--- config.mk ---
export PLATFORM = sky130hd
export DESIGN_NAME = acc_controller
export DESIGN_NICKNAME = d
export VERILOG_FILES = /design/src/verilog/acc_prescaler.v /design/src/verilog/acc_controller.v
export VERILOG_INCLUDE_DIRS = /design/src /design/src/verilog
export SDC_FILE = /design/constraint.sdc
export NUM_CORES = 1
export LEC_CHECK = 0
export BUFFER_PORTS_ARGS = -buffer_cell sky130_fd_sc_hd__buf_2
export CAP_MARGIN = 25
export CORE_MARGIN = 5
export CORE_UTILIZATION = 35
export CTS_BUF_LIST = sky130_fd_sc_hd__clkbuf_4 sky130_fd_sc_hd__clkbuf_8
export DETAILED_ROUTE_END_ITERATION = 16
export MAX_ROUTING_LAYER = met4
export PLACE_DENSITY = 0.57
export SLEW_MARGIN = 20
export SYNTH_ARGS = -nofsm -noshare
export SYNTH_HDL_FRONTEND = slang
export SYNTH_SLANG_ARGS = --single-unit
--- constraint.sdc ---
create_clock -name ref_clk -period 4.9 [get_ports ref_clk]
set_input_delay 0.98 -clock ref_clk [delete_from_list [all_inputs] [get_ports ref_clk]]
set_output_delay 0.98 -clock ref_clk [all_outputs]
set_load 0.1 [all_outputs]
--- src/verilog/acc_defines.vh ---
// Register map, field positions and reset values of the converter controller
`ifndef ACC_DEFINES_VH
`define ACC_DEFINES_VH

`define ACC_ADDR_W 17
`define ACC_DATA_W 16
`define ACC_OFS_CONTROL 17'h1ED00
`define ACC_OFS_RESULT 17'h1ED04
`define ACC_OFS_DIVISOR 17'h1ED08
`define ACC_OFS_READY 17'h1ED0C

`define ACC_START_BIT 0
`define ACC_PD_BIT 1
`define ACC_SEL_LSB 2
`define ACC_SEL_MSB 4
`define ACC_SEL_W 3
`define ACC_DIV_LSB 0
`define ACC_DIV_MSB 7
`define ACC_DIV_W 8
`define ACC_RES_W 10
`define ACC_READY_BIT 0

`define ACC_CONTROL_RST 16'h0004
`define ACC_SEL_RST 3'h1
`define ACC_DIVISOR_RST 8'h00
`define ACC_RESULT_RST 10'h000
`define ACC_START_HOLD 2'h2
`define ACC_ZERO16 16'h0000

`endif

--- src/verilog/acc_prescaler.v ---
// Prescaler giving a one-cycle converter clock enable every divisor+1 bus clocks
`timescale 1ns/1ps
module acc_prescaler #(
  parameter DIV_W = 8
) (
  input wire ref_clk, // Bus clock
  input wire rst, // Asynchronous reset, active high
  input wire [DIV_W-1:0] divisor, // Divide by divisor plus one
  output reg tick_reg // One-cycle converter clock enable
);
  reg [DIV_W-1:0] count_reg;
  reg [DIV_W-1:0] count_next;
  wire wrap;

  // Divisor zero wraps every cycle, so the enable stays high
  assign wrap = (count_reg >= divisor);

  always @* begin
    if (wrap) begin
      count_next = {DIV_W{1'b0}};
    end else begin
      count_next = count_reg + {{(DIV_W-1){1'b0}}, 1'b1};
    end
  end

  always @(posedge ref_clk or posedge rst) begin
    if (rst) begin
      count_reg <= {DIV_W{1'b0}};
      tick_reg <= 1'b0;
    end else begin
      count_reg <= count_next;
      tick_reg <= wrap;
    end
  end
endmodule

--- src/verilog/acc_controller.v ---
// Converter controller: bus registers, prescaler and converter macro control lines
//
// Functional notes
// - Converter clock equals bus clock over divisor+1
// - Division ratios from one up to 256
// - Three-bit channel field drives input multiplexer
// - Power-down bit one holds converter powered down
// - Start bit self-clears two converter clocks later
// - Ten-bit read-only result in low bits
// - Read-only ready flag at bit zero
// - Ready output low from reset and while converting, high after end of conversion
// - Active-low reset returns registers to initial values
// - Active-high reset output to converter macro
// - Clock divisor resets to zero
`timescale 1ns/1ps
`include "acc_defines.vh"
module acc_controller #(
  parameter ADDR_W = `ACC_ADDR_W,
  parameter DATA_W = `ACC_DATA_W
) (
  input wire ref_clk, // Bus clock, 50 MHz
  input wire reset, // Asynchronous system reset, active high
  input wire controller_reset_n, // Controller reset, active low
  input wire psel, // Peripheral select
  input wire penable, // Second cycle of a bus transfer
  input wire pwrite, // Write when high
  input wire [ADDR_W-1:0] paddr, // Byte address
  input wire [DATA_W-1:0] pwdata, // Write data
  output reg [DATA_W-1:0] prdata_reg, // Read data, valid in access phase
  input wire eoc, // End of conversion from macro
  input wire [`ACC_RES_W-1:0] conv_data, // Converted value from macro
  output reg start_line_reg, // Conversion start to macro
  output reg [`ACC_SEL_W-1:0] channel_select_field_reg, // Multiplexer select
  output reg power_down_line_reg, // Power down to macro
  output reg converter_reset_reg, // Macro reset, active high
  output wire converter_clk_en, // One-cycle converter clock enable
  output reg ready_out_reg // High when idle with data available
);
  wire rst;
  wire wr_access;
  wire rd_setup;
  wire tick;
  wire start_write;
  wire start_done;
  reg [`ACC_DIV_W-1:0] clock_divisor_reg;
  reg [`ACC_RES_W-1:0] conversion_result_reg;
  reg ready_flag_reg;
  reg [1:0] hold_reg;
  reg [DATA_W-1:0] rd_next;

  // Either reset source clears the whole controller
  assign rst = reset | ~controller_reset_n;
  assign wr_access = psel & penable & pwrite;
  assign rd_setup = psel & ~penable & ~pwrite;
  assign start_write = wr_access && (paddr == `ACC_OFS_CONTROL) && pwdata[`ACC_START_BIT];
  assign start_done = start_line_reg && tick && (hold_reg == `ACC_START_HOLD - 2'h1);

  acc_prescaler #(
    .DIV_W(`ACC_DIV_W)
  ) u_prescaler (
    .ref_clk(ref_clk),
    .rst(rst),
    .divisor(clock_divisor_reg),
    .tick_reg(tick)
  );

  assign converter_clk_en = tick;

  // Control register fields and clock divisor
  always @(posedge ref_clk or posedge rst) begin
    if (rst) begin
      // Select field of the control register reset value
      channel_select_field_reg <= `ACC_SEL_RST;
      power_down_line_reg <= 1'b0;
      clock_divisor_reg <= `ACC_DIVISOR_RST;
    end else if (wr_access) begin
      if (paddr == `ACC_OFS_CONTROL) begin
        channel_select_field_reg <= pwdata[`ACC_SEL_MSB:`ACC_SEL_LSB];
        power_down_line_reg <= pwdata[`ACC_PD_BIT];
      end else if (paddr == `ACC_OFS_DIVISOR) begin
        clock_divisor_reg <= pwdata[`ACC_DIV_MSB:`ACC_DIV_LSB];
      end
    end
  end

  // Start bit: a new write of one wins over the self-clear
  always @(posedge ref_clk or posedge rst) begin
    if (rst) begin
      start_line_reg <= 1'b0;
      hold_reg <= 2'h0;
    end else if (start_write) begin
      start_line_reg <= 1'b1;
      hold_reg <= 2'h0;
    end else if (start_done) begin
      start_line_reg <= 1'b0;
      hold_reg <= 2'h0;
    end else if (start_line_reg && tick) begin
      hold_reg <= hold_reg + 2'h1;
    end
  end

  // Result capture and ready flag; end of conversion wins over a start
  always @(posedge ref_clk or posedge rst) begin
    if (rst) begin
      conversion_result_reg <= `ACC_RESULT_RST;
      ready_flag_reg <= 1'b0;
      ready_out_reg <= 1'b0;
    end else if (eoc) begin
      conversion_result_reg <= conv_data;
      ready_flag_reg <= 1'b1;
      ready_out_reg <= 1'b1;
    end else if (start_write) begin
      ready_flag_reg <= 1'b0;
      ready_out_reg <= 1'b0;
    end
  end

  // Macro reset high during controller reset, released one cycle after
  always @(posedge ref_clk or posedge rst) begin
    if (rst) begin
      converter_reset_reg <= 1'b1;
    end else begin
      converter_reset_reg <= 1'b0;
    end
  end

  // Read mux, sampled in the setup phase; unmapped reads return zero
  always @* begin
    rd_next = `ACC_ZERO16;
    if (paddr == `ACC_OFS_CONTROL) begin
      rd_next[`ACC_SEL_MSB:`ACC_SEL_LSB] = channel_select_field_reg;
      rd_next[`ACC_PD_BIT] = power_down_line_reg;
      rd_next[`ACC_START_BIT] = start_line_reg;
    end else if (paddr == `ACC_OFS_RESULT) begin
      rd_next[`ACC_RES_W-1:0] = conversion_result_reg;
    end else if (paddr == `ACC_OFS_DIVISOR) begin
      rd_next[`ACC_DIV_MSB:`ACC_DIV_LSB] = clock_divisor_reg;
    end else if (paddr == `ACC_OFS_READY) begin
      rd_next[`ACC_READY_BIT] = ready_flag_reg;
    end
  end

  always @(posedge ref_clk or posedge rst) begin
    if (rst) begin
      prdata_reg <= `ACC_ZERO16;
    end else if (rd_setup) begin
      prdata_reg <= rd_next;
    end
  end
endmodule

==> results of run 1 <==
==> cell families (layout without fill, tap and decap cells) <==
group / Yosys count / count (layout) / synth area share
and+or+nand+nor: 57 / 57 / 0.136
buffers and inverters: 27 / 83 / 0.0570
xor gates and xnor gates: 7 / 7 / 0.0264
other: 1 / 7 / 0.00161
adders and majority gates: 9 / 9 / 0.0484
AOI/OAI and AO/OA: 44 / 44 / 0.125
muxes: 19 / 19 / 0.110
DFF: 46 / 46 / 0.496
==> worst max-delay path: stages <==
cell and delay, ps:
buf_2 110, nor4b_4 340, nand2_1 90, or4_4 640, mux2_4 330
==> final timing paths <==
check | from | to | slack [ps] | cells after the start
max reg2reg | clock_divisor_reg[4] | u_prescaler.count_reg[7] | 2790 | 6
min in group asynchronous | controller_reset_n | hold_reg[1] | 870 | 3
max | paddr[12] | clock_divisor_reg[0] | 2590 | 5
min | prdata_reg[0] | prdata_reg[0] | 480 | 2
min reg2reg | prdata_reg[0] | prdata_reg[0] | 480 | 2
max in group asynchronous | reset | u_prescaler.count_reg[0] | 3610 | 3
==> stage by stage <==
step	setup slack, ps	power [uW]	instance area [sq um]	std cells
after floorplan	1140	453	2350	216
after global placement	2290	476	2680	341
after detailed placement	2280	477	2680	341
after CTS	2600	764	2790	349
after global routing	2500	784	2790	349
final	2590	751	2790	349
==> layout make-up <==
type                            count  area (sq um)
Clock buffer                        6          76.3
Timing Repair Buffer               60           303
Sequential cell                    46          1150
Multi-Input combinational cell    143          1070
Inverter                           15          56.3
Clock inverter                      2          37.5
Tap cell                           77          96.3
Fill cell                         652          3630
==> layout by cell type (no fill, tap or decap), types with 2 or more instances in the layout <==
cell type | synthesis | routed
a21o_1 | 2 | 2
a21oi_1 | 12 | 12
a22oi_1 | 3 | 3
a32o_1 | 2 | 2
and4b_1 | 2 | 2
buf_2 | 1 | 59
clkbuf_8 | 0 | 5
conb_1 | 1 | 7
dfrtp_1 | 44 | 44
dfstp_2 | 2 | 2
ha_1 | 9 | 9
inv_1 | 15 | 15
mux2_2 | 10 | 10
mux2_4 | 8 | 8
nand2_1 | 21 | 21
nand3_1 | 6 | 6
nand4_1 | 3 | 3
nor2_1 | 8 | 8
nor3_1 | 5 | 5
o21a_1 | 8 | 8
o21ai_0 | 9 | 9
o31ai_1 | 4 | 4
or2_2 | 2 | 2
xnor2_1 | 2 | 2
xor2_1 | 5 | 5
==> report_power, final <==
| part | internal, uW | switching [uW] | total (uW) |
|---|---|---|---|
| sequential | 388 | 3.40 | 391 |
| clock | 158 | 125 | 283 |
| combinational | 24.2 | 52.7 | 76.9 |
==> metal layers <==
| layer | wire length (microns) | GRT usage | share of wire |
|---|---|---|---|
| met3 | 243 | 0.0322 | 0.048 |
| met5 | 0 | - | 0 |
| met2 | 2410 | 0.201 | 0.47 |
| met4 | 51 | 0.0377 | 0.010 |
| met1 | 2410 | 0.171 | 0.47 |
==> impl_metrics.tcl, run 1 <==
set metrics [dict create \
    numPortBuffers 59 \
    drive_gt1_frac 0.357 \
    cts_tree "built" \
    drt_first_pass_iters 4 \
    core_area_sq_mm 0.00642 \
    vias 1700 \
    dieArea_sq_mm 0.00837 \
    relSlewSlack 0.444 \
    async_reset_ff_frac 1.00 \
    worst_setup_path_end_kind "register" \
    yosysSeqAreaShare 0.496 \
    htree_levels 2 \
    grt_pass1_vias 1727 \
    post_cts_resized 0 \
    gp_congestion 0.742 \
    yosysWarnings 0 \
    routed_via_density 4.87 \
    power_leakage_uw 0.00140 \
    hold_class "reg -> reg" \
    antenna_found_initial 0 \
    synthFlopType "dfrtp_1" \
    clock_sinks 46 \
    post-cts-setup-buffers 0 \
    synth_cells 210 \
    start_kind "input port" \
    ys_types 41 \
    clock_path_buffers 2 \
    rsz0062_at_grt "false" \
    grt-ovfl-total 0 \
    initial_core_util 0.362 \
    ant_nets 0 \
    synth_common_cells "dfrtp_1 (44), nand2_1 (21), inv_1 (15)" \
    finalSetupViolations 0 \
    final_hold_viol_count 0 \
    drcViolationCount 0 \
    tns_ps 0 \
    min_period_ps 2310 \
    rows 29 \
    status "complete, no violations" \
    track_usage 0.131 \
    synthMostInstantiatedCell "dfrtp_1" \
    cp.required_ps 5080 \
    nets 330 \
    cp_max_fo 8 \
    drt_iter0_drc 56 \
    yosys.area.top_type_share 0.474 \
    synth_edf_count 0 \
    grt_pass1_wl_mm 8.54 \
    postCtsHoldBufs 0 \
    drv_cap 0 \
    wl_mm 5.12 \
    cts_root_buf "clkbuf_8" \
    cts_buffers 5 \
    period_share 0.472 \
    worst_pin_slew_ps 824 \
    netlist_area_sq_mm 0.00232 \
    cellPowerDensity_mw_per_mm2 269 \
    diodes 0 \
    wire_per_inst_microns 14.7 \
    ir_drop_mv 0.144 \
    ys_seq_elements 46 \
    synth.top_cells.by_area "dfrtp_1 (47%), mux2_4 (5.2%), ha_1 (4.8%)" \
    fmax_mhz 432 \
    synth_top_cell_by_area "dfrtp_1" \
    io_pins 74 \
    fin_skew_ps 6.64 \
    fin_util 0.435 \
    crit_type "in -> reg" \
    fin_hold_ws_ps 477 \
    die_h_microns 91.5 \
    arrival_ps 2490 \
    avgSynthCellArea_sq_um 11.1 \
    synthToLayoutAreaGrowth_pct 20.1 \
    slew_viol_final 0 \
    fp.dieW_microns 91.5 \
    cts.clk_slew.worst_paths_ps 80 \
    grt_max_degree 47 \
    dpl.hpwl_mm 3.93 \
    clk_latency_ps 290 \
]
Power figures use the tool's default switching activity.
==> run 2, diff against run 1 <==
- clock period: 4.9 -> 2.29 ns (I/O delays scaled with it)
==> impl_metrics.tcl, run 2 (synthesis results as in run 1) <==
set metrics [dict create \
    cellPowerDensity_mw_per_mm2 536 \
    diodes 0 \
    nets 334 \
    rsz0062_at_grt "false" \
    cts_tree "built" \
    cts_root_buf "clkbuf_8" \
    routed_via_density 4.99 \
    synthToLayoutAreaGrowth_pct 20.3 \
    drcViolationCount 0 \
    clock_path_buffers 2 \
    power_leakage_uw 0.00141 \
    drv_cap 0 \
    switching_share 0.268 \
    start_kind "input port" \
    wl_met1_mm 2.45 \
    tns_ps 0 \
    final_common_cell "buf_2" \
    cp.required_ps 2470 \
    cp_max_fo 8 \
    switching_power_uw 401 \
    grt-ovfl-total 0 \
    period_share 0.785 \
    initial_core_util 0.362 \
    wire_per_inst_microns 15.1 \
    status "complete, no violations" \
    fin_skew_ps 6.55 \
    core_area_sq_mm 0.00642 \
    dieArea_sq_mm 0.00837 \
    layoutNonFillerInstCount 353 \
    cts.clk_slew.worst_paths_ps 90 \
    ir_drop_mv 0.237 \
    final_hold_viol_count 0 \
    final_cell_mix "buf_2 (59), dfrtp_1 (44), nand2_1 (21), inv_1 (15), a21oi_1 (12)" \
    htree_levels 2 \
    met2_length_mm 2.51 \
    vias 1763 \
    post_cts_resized 0 \
    grt_pass1_vias 1804 \
    route.met3.wl_microns 320 \
    post-cts-setup-buffers 0 \
    grt_max_degree 47 \
    p_clk_frac 0.331 \
    relSlewSlack 0.613 \
    io_pins 74 \
    clk_latency_ps 290 \
    cts_buffers 5 \
    clock_sinks 46 \
    worst_setup_path_end_kind "register" \
    power.internal_uw 1100 \
    finalSetupViolations 0 \
    drt_first_pass_iters 5 \
    track_usage 0.139 \
    fp.dieW_microns 91.5 \
    rows 29 \
    ant_nets 0 \
    hold_class "in -> async" \
    dpl.hpwl_mm 4.07 \
    antenna_found_initial 0 \
    min_period_ps 1800 \
    drt_iter0_drc 66 \
    die_h_microns 91.5 \
    seq_power_share 0.559 \
    grt_pass1_wl_mm 9.07 \
    wl_mm 5.32 \
    arrival_ps 1980 \
    slew_viol_final 0 \
    drive_gt1_frac 0.366 \
    postCtsHoldBufs 0 \
    gp_congestion 0.767 \
    combPwrFrac 0.111 \
    fmax_mhz 556 \
    numPortBuffers 59 \
    crit_type "in -> reg" \
    worst_pin_slew_ps 581 \
    dp.cells 345 \
    top_layer_used "met4" \
]
[run 2: power groups by stage]
stage               Combinational [uW]  Sequential, uW  Clock (uW)
finish                             166             837         496
global route                       184             840         558
CTS                                169             838         518
detailed placement                 168             854           0
global placement                   167             853           0
floorplan                          111             858           0
[run 2: per-layer routing]
metal	global-route usage	up-vias
met2	0.215	51
met4	0.0377	0
met5	-	-
li1	-	850
met1	0.177	860
met3	0.0397	2
[run 2: area by class of cell]
type	instances	area (sq um)
Tap cell	77	96.3
Multi-Input combinational cell	143	1070
Timing Repair Buffer	64	333
Fill cell	640	3620
Inverter	15	56.3
Clock buffer	5	68.8
Sequential cell	46	1150
Clock inverter	3	21.3
[run 2: worst max-delay path, cell delays in order]
cell	delay (ps)
buf_2	110
nor4b_4	330
nand2_1	100
or4_4	640
mux2_4	330
[run 2: per-stage QoR]
stage	hold WS [ps]	utilization	total power [uW]	worst slack (ps)	area (sq um)
floorplan	470	-	970	297	2350
global placement	465	0.422	1020	195	2710
detailed placement	471	0.422	1020	183	2710
CTS	362	0.436	1520	510	2800
global route	364	0.436	1580	425	2800
finish	350	0.436	1500	491	2800
[run 2: final timing paths]
| kind | start | endpoint | slack, ps | cells after the start |
|---|---|---|---|---|
| worst max-delay path | paddr[12] | clock_divisor_reg[0] | 490 | 5 |
| min in group ref_clk | conv_data[2] | conversion_result_reg[2] | 370 | 3 |
| worst max register to register | clock_divisor_reg[7] | u_prescaler.count_reg[1] | 570 | 7 |
| max in group asynchronous | reset | conversion_result_reg[0] | 1520 | 3 |
| worst min-delay path | controller_reset_n | hold_reg[0] | 350 | 3 |
| worst min register to register | prdata_reg[7] | prdata_reg[7] | 490 | 2 |
==> run 3, diff against run 2 <==
- ABC_AREA: default -> 1
- PLACE_DENSITY: 0.57 -> 0.59
- clock period: 2.29 -> 1.6 ns (I/O delays scaled with it)
==> impl_metrics.tcl, run 3 <==
set metrics [dict create \
    post-cts-setup-buffers 0 \
    dieArea_sq_mm 0.00914 \
    drt_iter0_drc 128 \
    synth_edf_count 0 \
    io_pins 74 \
    final_common_cell "nand2_1" \
    antenna_found_initial 0 \
    wl_mm 5.69 \
    tns_ps 0 \
    routed_via_density 4.51 \
    p_total_uw 2330 \
    rows 31 \
    fin_skew_ps 6.30 \
    final_cell_mix "nand2_1 (83), buf_2 (58), dfrtp_1 (44), inv_1 (42), nand4_1 (22)" \
    final_hold_viol_count 0 \
    synth.top_cells.by_area "dfrtp_1 (43%), nand2_1 (12%), inv_1 (6.1%)" \
    drive_gt1_frac 0.265 \
    grt-ovfl-total 0 \
    regArea_sq_mm 0.00115 \
    finalSetupViolations 0 \
    cts.clk_slew.worst_paths_ps 90 \
    crit_buf_inv 1 \
    drv_cap 0 \
    crit_type "reg -> out" \
    wire_per_inst_microns 12.1 \
    ys_seq_elements 46 \
    post-place-ws_ps 93.8 \
    clock_path_buffers 2 \
    synth_common_cells "nand2_1 (83), dfrtp_1 (44), inv_1 (42)" \
    synthFlopType "dfrtp_1" \
    clk_latency_ps 300 \
    grt_pass1_vias 2033 \
    start_kind "register" \
    netlist_area_sq_mm 0.00256 \
    slew_viol_final 0 \
    yosys.area.top_type_share 0.429 \
    ant_nets 0 \
    diodes 0 \
    gp_congestion 0.767 \
    crit_path_end "converter_reset_reg" \
    synth_cells 309 \
    synthToLayoutAreaGrowth_pct 20.9 \
    track_usage 0.135 \
    die_h_microns 95.6 \
    n_fill_cell 766 \
    grt_pass1_wl_mm 9.32 \
    power_leakage_uw 0.00167 \
    status "complete, no violations" \
    dpl.hpwl_mm 4.48 \
    htree_levels 2 \
    fmax_mhz 647 \
    cellPowerDensity_mw_per_mm2 751 \
    core_area_sq_mm 0.00718 \
    initial_core_util 0.357 \
    fp.dieW_microns 95.6 \
    worst_setup_path_end_kind "output pin" \
    place_area_sq_mm 0.00298 \
    arrival_ps 1230 \
    ys_types 30 \
    synth_top_cell_by_area "dfrtp_1" \
    vias 2130 \
    cp_max_fo 1 \
    setup_ws_ps 54.3 \
    critPathTopFamily "flip-flops" \
    worst-path-stages 1 \
    nets 431 \
    final_area_sq_mm 0.00310 \
    worst_path_max_delay_cell "dfstp_2" \
    min_period_ps 1550 \
    timing.rr.end "u_prescaler.count_reg[6]" \
    yosysWarnings 0 \
    numPortBuffers 59 \
    crit_start "converter_reset_reg" \
    r2r_cells 6 \
    cts_buffers 5 \
    ir_drop_mv 0.886 \
    grt_max_degree 47 \
    drt_first_pass_iters 4 \
    multi_input_area_sq_mm 0.00119 \
    r2r_slack_ps 100 \
    clock_sinks 46 \
    avgSynthCellArea_sq_um 8.30 \
    cp.required_ps 1280 \
    cpPeakStageDelay_ps 520 \
    async_reset_ff_frac 1.00 \
    hold_class "in -> async" \
    drcViolationCount 0 \
    synthMostInstantiatedCell "nand2_1" \
    yosysSeqAreaShare 0.450 \
    path_cells "buf_2" \
    r2r_start "u_prescaler.count_reg[6]" \
    cts_tree "built" \
    period_share 0.966 \
    cts_root_buf "clkbuf_8" \
]
[run 3: cell types whose count changed after synthesis, moves of 8 or more]
cell     delta
nand2_1    +62
o21a_1      -8
nand4_1    +19
inv_1      +27
mux2_2     -10
o21ai_1    +15
mux2_4      -8
nor2_1     +14
a21oi_1     -8
[run 3: cells by family (layout without fill, tap and decap cells)]
logic type / after synthesis / in the layout / synth area share
and+or+nand+nor: 159 / 159 / 0.318
other: 1 / 7 / 0.00146
adders and majority gates: 9 / 9 / 0.0439
xor gates and xnor gates: 6 / 6 / 0.0205
AOI/OAI and AO/OA: 29 / 29 / 0.0634
DFF: 46 / 46 / 0.450
buffers and inverters: 59 / 117 / 0.103
[run 3: repair_timing]
action	CTS	global route
setup endpoints to repair	0	8
hold buffers	0	0
resized for setup	0	1
[run 3: worst min path at each step]
stage,from,slack (ps),end
floorplan,pwdata[2],420,channel_select_field_reg[0]
global placement,controller_reset_n,440,u_prescaler.count_reg[0]
detailed placement,controller_reset_n,450,u_prescaler.count_reg[0]
CTS,controller_reset_n,120,u_prescaler.count_reg[0]
global route,reset,130,u_prescaler.count_reg[0]
finish,controller_reset_n,110,u_prescaler.count_reg[0]
[run 3: final cells by class]
class                      count  share of cell area
multi-input combinational    210               0.383
sequential                    46               0.372
timing repair buffer          62               0.111
inverter                      47              0.0569
tap                           99              0.0400
clock buffer                   5              0.0222
clock inverter                 3              0.0145
[run 3: metrics by stage]
stage          instances  utilization  hold WS, ps
2_1_floorplan        315            -          418
3_3_place_gp         464        0.415          443
3_5_place_dp         464        0.415          453
4_1_cts              472        0.431          116
5_1_grt              472        0.432          134
6_report             472        0.432          111
[run 3: worst register-to-register path, cell delays in order, from the launching register on]
cell	delay (ps)
dfrtp_1	420
ha_1	290
nand2_1	120
nor2_1	160
nand4_1	160
o2111ai_4	170
nor2_1	80
[run 3: power by group]
| part | internal [uW] | total [uW] | leakage (uW) | switching [uW] |
|---|---|---|---|---|
| Combinational | 72.7 | 266 | 0.00105 | 193 |
| Clock | 465 | 869 | 0.0000504 | 404 |
| Sequential | 1190 | 1200 | 0.000571 | 9.51 |
[run 3: routing by layer]
layer / track usage / routed length, microns / up-vias / share of wire
met4: 0.0438 / 95 / 0 / 0.017
li1: - / - / 1102 / -
met1: 0.174 / 2590 / 968 / 0.45
met3: 0.0316 / 353 / 9 / 0.062
met5: - / 0 / - / 0
met2: 0.210 / 2660 / 51 / 0.47
